## config.mk

```make
export PLATFORM = sky130hd
export DESIGN_NAME = rcam_ctrl
export DESIGN_NICKNAME = d
export VERILOG_FILES = /design/src/rtl/rcam_pkg.sv /design/src/rtl/rcam_ctrl.sv
export VERILOG_INCLUDE_DIRS = /design/src /design/src/rtl
export SDC_FILE = /design/constraint.sdc
export NUM_CORES = 1
export LEC_CHECK = 0
export BUFFER_PORTS_ARGS = -buffer_cell sky130_fd_sc_hd__clkbuf_2
export CAP_MARGIN = 20
export CORE_MARGIN = 1
export CORE_UTILIZATION = 40
export DETAILED_ROUTE_END_ITERATION = 8
export PLACE_DENSITY = 0.67
export SETUP_SLACK_MARGIN = 0.1
export SYNTH_ARGS = -nofsm -noshare
export SYNTH_HDL_FRONTEND = slang
export SYNTH_SLANG_ARGS = --single-unit
```

## constraint.sdc

```tcl
create_clock -name ref_clk_i -period 1.3 [get_ports ref_clk_i]
set_input_delay 0.195 -clock ref_clk_i [delete_from_list [all_inputs] [get_ports ref_clk_i]]
set_output_delay 0.195 -clock ref_clk_i [all_outputs]
set_load 0.05 [all_outputs]
```

## src/rtl/rcam_consts.svh

```systemverilog
// Constants for the receive CRC, align and monitor control register.
// How it works
// - Bit 7 selects the receive CRC6 checker, 0 for the standard variant and 1 for the Japanese one.
// - A rising edge of bit 6 sends one align command to the receive elastic store.
// - A rising edge of bit 5 sends one align command to the transmit elastic store.
// - A store whose pointer separation is already half a frame or more ignores the command.
// - A store closer than half a frame realigns and flags its data as corrupted meanwhile.
// - A bit held at one gives no further command; software must clear and set it again.
// - Bits 4 down to 0 select which receive channel is copied into the monitor register.
// - The register answers at byte address 0x1E.
`ifndef RCAM_CONSTS_SVH
`define RCAM_CONSTS_SVH
`define RCAM_ADDR        8'h1E
`define RCAM_RESET       8'h00
`define RCAM_BIT_CRC     7
`define RCAM_BIT_RXALGN  6
`define RCAM_BIT_TXALGN  5
`define RCAM_CHAN_MSB    4
`define RCAM_CHAN_LSB    0
`define RCAM_CORRUPT_CYC 4'h8
`define RCAM_CNT_ZERO    4'h0
`define RCAM_CNT_STEP    4'h1
`define RCAM_RD_IDLE     8'h00
`define RCAM_DIRS        2
`define RCAM_DIR_RX      0
`define RCAM_DIR_TX      1
`endif

```

## src/rtl/rcam_pkg.sv

```systemverilog
// Types for the receive CRC, align and monitor control register.
package rcam_pkg;
    typedef struct packed {
        logic       rx_crc_variant_select;
        logic       rx_buffer_align_cmd;
        logic       tx_buffer_align_cmd;
        logic [4:0] rx_monitor_chan_sel;
    } rcam_reg_t;

    typedef struct packed {
        rcam_reg_t  ctrl;
        logic [7:0] rd_data;
        logic       rx_align_pulse;
        logic       tx_align_pulse;
        logic [3:0] rx_corrupt_cnt;
        logic [3:0] tx_corrupt_cnt;
        logic       rx_corrupt;
        logic       tx_corrupt;
    } rcam_state_t;
endpackage

```

## src/rtl/rcam_ctrl.sv

```systemverilog
// Receive CRC variant, elastic store align and channel monitor control register.
`include "rcam_consts.svh"
module rcam_ctrl (
    // Clock and reset
    input  wire logic       ref_clk_i,
    input  wire logic       sys_rst_i,
    // Processor port
    input  wire logic [7:0] addr_i,
    input  wire logic       wr_en_i,
    input  wire logic       rd_en_i,
    input  wire logic [7:0] wr_data_i,
    output logic      [7:0] rd_data_o,
    // Elastic store pointer status, same clock domain
    input  wire logic       rx_sep_half_i,
    input  wire logic       tx_sep_half_i,
    // Controls
    output logic            rx_crc_variant_select_o,
    output logic [4:0]      rx_monitor_chan_sel_o,
    output logic            rx_align_pulse_o,
    output logic            tx_align_pulse_o,
    output logic            rx_corrupt_o,
    output logic            tx_corrupt_o
);

    // ========================================
    // Overview
    // The register holds one byte of control for one framer channel.
    // Bit 7 and bits 4 down to 0 are plain levels that the receive CRC
    // checker and the channel monitor read all the time.
    // Bits 6 and 5 are stored as levels as well, but what the elastic
    // stores act on is the one-cycle pulse made when a write turns a
    // stored zero into a one.
    // The stores themselves decide from their live pointer separation
    // whether the command does anything; this block only mirrors that
    // decision in a fixed window that tells the data path to distrust
    // the bytes passing the store while it realigns.
    // The window length is a fixed count of this clock, not a measured
    // frame time, so a user who needs the exact length of the disruption
    // must take it from the store and not from this flag.

    // ========================================
    // State and decode wires
    rcam_pkg::rcam_state_t st;
    rcam_pkg::rcam_state_t next_st;
    rcam_pkg::rcam_reg_t   wr_ctrl;
    logic                  hit;
    logic                  wr_hit;
    logic                  rd_hit;
    logic                  rd_miss;
    logic                  rx_cmd_bit;
    logic                  tx_cmd_bit;

    // Per-direction view of the two realignment windows.
    logic [`RCAM_DIRS-1:0] sep_half;
    logic [`RCAM_DIRS-1:0] pulse_now;
    logic [`RCAM_DIRS-1:0] win_start;
    logic [3:0]            cur_cnt  [`RCAM_DIRS];
    logic [3:0]            next_cnt [`RCAM_DIRS];

    // ========================================
    // Decode functions
    // The one address compare serves both the write and the read path.
    function automatic logic addr_match(
        input logic [7:0] addr
    );
        addr_match = (addr == `RCAM_ADDR);
    endfunction

    // A one written over a stored zero is a command; a one written over a
    // stored one is the held level and stays silent, so software has to
    // clear the bit before it can ask for the next alignment.
    function automatic logic rising_cmd(
        input logic written,
        input logic stored
    );
        rising_cmd = written && !stored;
    endfunction

    // The write byte is split into fields by name, so that a change of
    // field order in the package cannot move a bit silently.
    function automatic rcam_pkg::rcam_reg_t byte_to_ctrl(
        input logic [7:0] data
    );
        rcam_pkg::rcam_reg_t ctrl;
        ctrl.rx_crc_variant_select = data[`RCAM_BIT_CRC];
        ctrl.rx_buffer_align_cmd   = data[`RCAM_BIT_RXALGN];
        ctrl.tx_buffer_align_cmd   = data[`RCAM_BIT_TXALGN];
        ctrl.rx_monitor_chan_sel   = data[`RCAM_CHAN_MSB:`RCAM_CHAN_LSB];
        byte_to_ctrl = ctrl;
    endfunction

    // The read byte is built back from the same field positions.
    function automatic logic [7:0] ctrl_to_byte(
        input rcam_pkg::rcam_reg_t ctrl
    );
        logic [7:0] data;
        data                                = `RCAM_RD_IDLE;
        data[`RCAM_BIT_CRC]                 = ctrl.rx_crc_variant_select;
        data[`RCAM_BIT_RXALGN]              = ctrl.rx_buffer_align_cmd;
        data[`RCAM_BIT_TXALGN]              = ctrl.tx_buffer_align_cmd;
        data[`RCAM_CHAN_MSB:`RCAM_CHAN_LSB] = ctrl.rx_monitor_chan_sel;
        ctrl_to_byte = data;
    endfunction

    // One step of a realignment window: load on a start, count down to
    // zero otherwise, and rest at zero.
    function automatic logic [3:0] window_step(
        input logic       start,
        input logic [3:0] count
    );
        if (start) begin
            window_step = `RCAM_CORRUPT_CYC;
        end else if (count != `RCAM_CNT_ZERO) begin
            window_step = count - `RCAM_CNT_STEP;
        end else begin
            window_step = `RCAM_CNT_ZERO;
        end
    endfunction

    // ========================================
    // Decode
    assign hit        = addr_match(addr_i);
    assign wr_hit     = wr_en_i && hit;
    assign rd_hit     = rd_en_i && hit;
    assign rd_miss    = rd_en_i && !hit;
    assign wr_ctrl    = byte_to_ctrl(wr_data_i);
    assign rx_cmd_bit = wr_ctrl.rx_buffer_align_cmd;
    assign tx_cmd_bit = wr_ctrl.tx_buffer_align_cmd;

    // ========================================
    // Realignment windows
    // The store reports its live separation; the window opens only when it
    // is short, since a store already half a frame apart ignores the command.
    assign sep_half[`RCAM_DIR_RX]  = rx_sep_half_i;
    assign sep_half[`RCAM_DIR_TX]  = tx_sep_half_i;
    assign pulse_now[`RCAM_DIR_RX] = st.rx_align_pulse;
    assign pulse_now[`RCAM_DIR_TX] = st.tx_align_pulse;
    assign cur_cnt[`RCAM_DIR_RX]   = st.rx_corrupt_cnt;
    assign cur_cnt[`RCAM_DIR_TX]   = st.tx_corrupt_cnt;

    generate
        for (genvar d = 0; d < `RCAM_DIRS; d++) begin : g_dir
            assign win_start[d] = pulse_now[d] && !sep_half[d];
            assign next_cnt[d]  = window_step(win_start[d], cur_cnt[d]);
        end
    endgenerate

    // ========================================
    // Next state
    always_comb begin
        next_st = st;

        // Align pulses last one cycle unless a fresh edge is written.
        next_st.rx_align_pulse = 1'b0;
        next_st.tx_align_pulse = 1'b0;

        // Write path.
        if (wr_hit) begin
            next_st.ctrl           = wr_ctrl;
            next_st.rx_align_pulse = rising_cmd(rx_cmd_bit,
                                                st.ctrl.rx_buffer_align_cmd);
            next_st.tx_align_pulse = rising_cmd(tx_cmd_bit,
                                                st.ctrl.tx_buffer_align_cmd);
        end

        // Read path: a read of another address returns zero, so that a stale
        // byte of this register is never mistaken for a neighbour's.
        if (rd_hit) begin
            next_st.rd_data = ctrl_to_byte(st.ctrl);
        end else if (rd_miss) begin
            next_st.rd_data = `RCAM_RD_IDLE;
        end

        // Realignment windows.
        next_st.rx_corrupt_cnt = next_cnt[`RCAM_DIR_RX];
        next_st.tx_corrupt_cnt = next_cnt[`RCAM_DIR_TX];
        next_st.rx_corrupt     = (next_cnt[`RCAM_DIR_RX] != `RCAM_CNT_ZERO);
        next_st.tx_corrupt     = (next_cnt[`RCAM_DIR_TX] != `RCAM_CNT_ZERO);
    end

    // ========================================
    // State register
    always_ff @(posedge ref_clk_i) begin
        if (sys_rst_i) begin
            st      <= '0;
            st.ctrl <= rcam_pkg::rcam_reg_t'(`RCAM_RESET);
        end else begin
            st <= next_st;
        end
    end

    // ========================================
    // Outputs straight from the state flip-flops
    // Read data.
    assign rd_data_o               = st.rd_data;

    // Plain control levels.
    assign rx_crc_variant_select_o = st.ctrl.rx_crc_variant_select;
    assign rx_monitor_chan_sel_o   = st.ctrl.rx_monitor_chan_sel;

    // The pulse only reaches the store; it alone decides, from its live separation.
    assign rx_align_pulse_o        = st.rx_align_pulse;
    assign tx_align_pulse_o        = st.tx_align_pulse;

    // Realignment windows.
    assign rx_corrupt_o            = st.rx_corrupt;
    assign tx_corrupt_o            = st.tx_corrupt;

endmodule // rcam_ctrl

```

## After elaboration in Yosys (flattened, before gate mapping)

Cells that the tools add are included.

| word-level totals | value |
|---|---|
| register bits | 28 |
| output and inout bits | 18 |

| operators by class | value |
|---|---|
| add/sub/neg operators | 2 |
| equality and inequality tests | 1 |
| mux-type cells | 6 |
| bitwise logic cells | 1 |
| reduce and logical (&&, ||, !) cells | 18 |

Operators with widths:

| kind | count |
|---|---|
| 2-to-1 mux 4 bit | 4 |
| 2-to-1 mux 8 bit | 2 |
| nonzero test 4 bit | 4 |
| equality test 8 x 5 -> 1 bit (second input constant) | 1 |
| subtractor 4 x 1 -> 4 bit (second input constant) | 2 |
| logical AND 1 bit | 7 |
| zero test 1 bit | 5 |
| nonzero test 2 bit | 1 |
| OR reduction 2 bit | 1 |
| NOT 1 bit | 1 |

## Longest topological paths before layout

| logic depth | value |
|---|---|
| depth in word-level cells | 5 |
| gate-level depth with buffers | 5 |
| mapped depth without buffers | 5 |

## Worst setup path after synthesis

Ideal clock, no wire load.

| timing | value |
|---|---|
| kind | register to register |
| start | register st (netlist bit cur_cnt[0]) |
| end | register st (netlist bit tx_corrupt_o) |
| library setup time | 81 ps |
| data arrival time | 1220 ps |
| required time | 1219 ps |
| slack | 0 ps |
| cell stages (with the launch flop) | 6 |
| path buffers | 0 |
| clock period less this slack | 1300 ps |
| cell sequence | dfxtp_1 > inv_1 > ha_1 > nand2b_1 > a32o_1 > a41oi_1 |

| between the ends | value |
|---|---|
| longest elaborated chain between the ends | 4 |
| elaborated cells on any way between the ends | 5 |
| those cells by class | add/sub (1); mux (2); reduce/logical (2) |

RTL lines:

| what | RTL line | RTL |
|---|---|---|
| start, declared | rcam_ctrl.sv:43 | `rcam_pkg::rcam_state_t st;` |
| start signal, assigned | rcam_ctrl.sv:188 | `st <= next_st;` |
| subtractor 4 x 1 -> 4 bit (no source line) / nonzero test 4 bit (equally long branches) | n/a |  |
| 2-to-1 mux 4 bit * | rcam_ctrl.sv:113 | `` end else if (count != `RCAM_CNT_ZERO) begin `` |
| 2-to-1 mux 4 bit * | rcam_ctrl.sv:111 | `if (start) begin` |
| nonzero test 4 bit (no source line) * | n/a |  |

Every way passes the cells marked *; elsewhere a longest branch is shown, timed or not.
A chain may end at the register's enable or synchronous reset.

## Worst setup path after layout

| timing | value |
|---|---|
| start | register st (netlist bit cur_cnt[4]) |
| end | register st (netlist bit rx_corrupt_o) |

The elaborated chain is that of the path after synthesis.

==> results.py <==
metrics = {
    "run_status": {
        "outcome": "finished, final reports clean",
    },
    "synth": {
        "syn_nets": 167,
        "yosysWarnings": 0,
        "ys_seq_elements": 28,
        "async_reset_ff_share_pct": 0,
        "synth_seq_area_share_pct": 42.8,
        "yosysTopAreaCell": "dfxtp_1",
        "synthDominantCellAreaShare_pct": 42.8,
        "postSynthAreaPerCell_um2": 9.16,
        "synth_ff_type": "dfxtp_1",
        "synthTopCellsByArea": "dfxtp_1 43%, buf_4 8.6%, nand2b_1 6.2%, a311oi_1 5.3%, a21oi_1 4.6%",
        "synth_edf_count": 0,
        "synth_common_cells": "28 x dfxtp_1, 15 x buf_4, 15 x inv_1, 13 x nand2b_1, 12 x a21oi_1",
        "postSynthCellCount": 143,
        "yosysMostFrequentCell": "dfxtp_1",
        "synth_area_mm2": 0.00131,
        "ys_types": 28,
    },
    "worst_setup_path": {
        "cp_max_fo": 3,
        "r2r_setup_slack_ps": 100,
        "arrival_ps": 1430,
        "slowest_delay_ps": 350,
        "required_ps": 1530,
        "crit_type": "reg -> reg",
        "cp-start-kind": "flip-flop",
        "slowest_stage": "dfxtp_2",
        "end_kind": "flip-flop",
        "path_cells": "inv_1, ha_4, nor2b_4, a21oi_1, o41a_1",
    },
    "clock_network": {
        "cts_sinks": 28,
        "clkLatencyLatePin_ps": 330,
        "cts_tree": "yes",
        "cts_root_buf": "clkbuf_4",
        "cts.clk_slew.worst_paths_ps": 150,
        "cts_max_path_buffers": 2,
        "cts-buffers-inserted": 3,
        "cts.htree.levels": 1,
    },
    "timing": {
        "setup_viol": 0,
        "fin_crit_sh_pct": 92.3,
        "fmax_ghz": 0.834,
        "hold_violations": 0,
        "fin_skew_ps": 8.92,
        "timing.final.ws_setup_ps": 101,
        "worst_pin_slew_ps": 372,
        "period_needed_ps": 1200,
        "tns_ps": 0,
        "hold_slack_ps": 80.6,
        "slew_headroom_pct": 75.2,
        "finalMaxSlewViolations": 0,
        "rsz0062_at_grt": "true",
    },
    "final_layout": {
        "fillCellCount": 315,
        "fin_util_pct": 52.3,
        "drive_gt1_share_pct": 41.5,
        "layout.nets": 196,
        "syn2layout_area_growth_pct": 22.8,
        "antennaDiodeCount": 0,
    },
    "placement": {
        "port_buffers": 39,
        "pre_cts_slack_ps": 4.42,
        "routabilityCongestion": 0.778,
        "dp_hpwl_mm": 1.93,
    },
    "floorplanning": {
        "fp-row-count": 20,
        "initial_core_util_pct": 42.6,
        "die-height_um": 59.2,
        "core_mm2": 0.00308,
        "ios": 40,
        "dieArea_mm2": 0.00351,
        "die_w_um": 59.2,
    },
    "global_routing": {
        "grt_pass1_wl_mm": 4.23,
        "first_global_vias": 1010,
        "antenna_found_initial": 0,
        "gr-total-overflow": 0,
        "grt_max_degree": 21,
        "grt.total_usage_pct": 16.0,
    },
    "pwr": {
        "ir_worst_vdd_mv": 0.823,
        "power_leakage_uw": 0.000673,
        "p_per_area_mw_per_mm2": 1480,
        "power_uw": 2390,
    },
    "drt": {
        "viasPerCell": 5.15,
        "dr.pass1.iters": 4,
        "drc": 0,
        "drt-wirelength-per-cell_um": 12.9,
        "vias": 1107,
        "wirelength_mm": 2.77,
        "initialDrtViolationCount": 26,
        "ant_nets": 0,
    },
    "flow_run": {
        "drv_cap": 0,
    },
    "min_path": {
        "worst_hold_path_type": "in -> reg",
    },
}
-- timing repair --
item	4_1_cts	5_1_grt
gates resized for setup	15	21
buffers inserted	1	2
hold buffers	0	0
gates cloned	0	0
setup endpoints to repair	9	20
pin swaps	4	3
-- kinds of logic (layout without fill, tap and decap cells) --
| logic type | count (synthesis) | count (layout) | synth area share (%) |
|---|---|---|---|
| AND/OR/NAND/NOR | 40 | 40 | 19.3 |
| AO/OA/AOI/OAI | 34 | 34 | 19.4 |
| adder cells (fa/ha/maj) | 2 | 2 | 1.91 |
| buffers and inverters | 37 | 65 | 15.0 |
| multiplexers | 2 | 2 | 1.62 |
| flip-flops | 28 | 28 | 42.8 |
-- metrics by stage --
step,cell area [um2],cells
final,1610,215
after global routing,1610,215
after CTS,1550,213
after detailed placement,1460,208
after global placement,1460,208
after floorplan,1320,143
-- worst max-delay path, delay by kind of cell (launching register included) --
kind / cells / cell delay, ps
AO/OA/AOI/OAI: 2 / 350
adder cells (fa/ha/maj): 1 / 150
buffers and inverters: 1 / 90
flip-flops: 1 / 350
AND/OR/NAND/NOR: 1 / 160
-- layer usage --
layer / GRT usage (%) / vias to the layer above / wire [um]
met4: 6.12 / 0 / 36
met3: 2.18 / 4 / 101
met1: 20.5 / 520 / 1330
met5: 0 / - / 0
li1: - / 549 / -
met2: 27.0 / 34 / 1300
-- report_power, final --
| part | internal (uW) | total, uW | switching, uW |
|---|---|---|---|
| sequential | 976 | 1070 | 94.4 |
| combinational | 458 | 894 | 436 |
| clock | 171 | 424 | 253 |
-- final cells by class --
cell class,count,area (um2),share of cell area (%)
clock buffer,4,36.3,2.26
multi-input combinational,78,624,38.8
tap,44,55.1,3.42
sequential,28,566,35.1
inverter,15,56.3,3.50
timing repair buffer,46,272,16.9
-- final timing paths --
check	start	cells past startpoint	endpoint
worst max-delay path	cur_cnt[4]	5	rx_corrupt_o
worst min-delay path	wr_data_i[4]	2	rx_monitor_chan_sel_o[4]
worst max register to register	cur_cnt[4]	5	rx_corrupt_o
worst min register to register	rd_data_o[3]	2	rd_data_o[3]
-- cell usage in the layout (no fill, tap or decap) --
cell type,count
clkbuf_2,27
dfxtp_1,24
inv_1,13
a21oi_1,12
nand2b_1,11
buf_4,10
nand4_1,8
a311oi_1,8
nor2_1,7
clkbuf_4,7
a31o_2,5
dfxtp_2,4
buf_2,4
a31o_1,3
inv_2,2
nor2b_1,2
nor3_1,2
and4_1,2
nand2b_4,2
ha_4,2
nor4b_4,1
and4b_1,1
nor2b_4,1
a211o_1,1
and3_1,1
nor3_4,1
mux2_4,1
o21a_1,1
mux2i_1,1
o41a_1,1
nand2_1,1
a32o_2,1
a41oi_2,1
o211ai_1,1
clkbuf_8,1
buf_6,1
-- registers in the layout, indices dropped and copies added (netlist names) --
signal / cells
tx_corrupt_o: 1
rx_align_pulse_o: 1
rd_data_o: 8
cur_cnt: 8
st: 2
rx_corrupt_o: 1
tx_align_pulse_o: 1
rx_crc_variant_select_o: 1
rx_monitor_chan_sel_o: 5
Note: power is estimated with default switching activity, not from simulation.
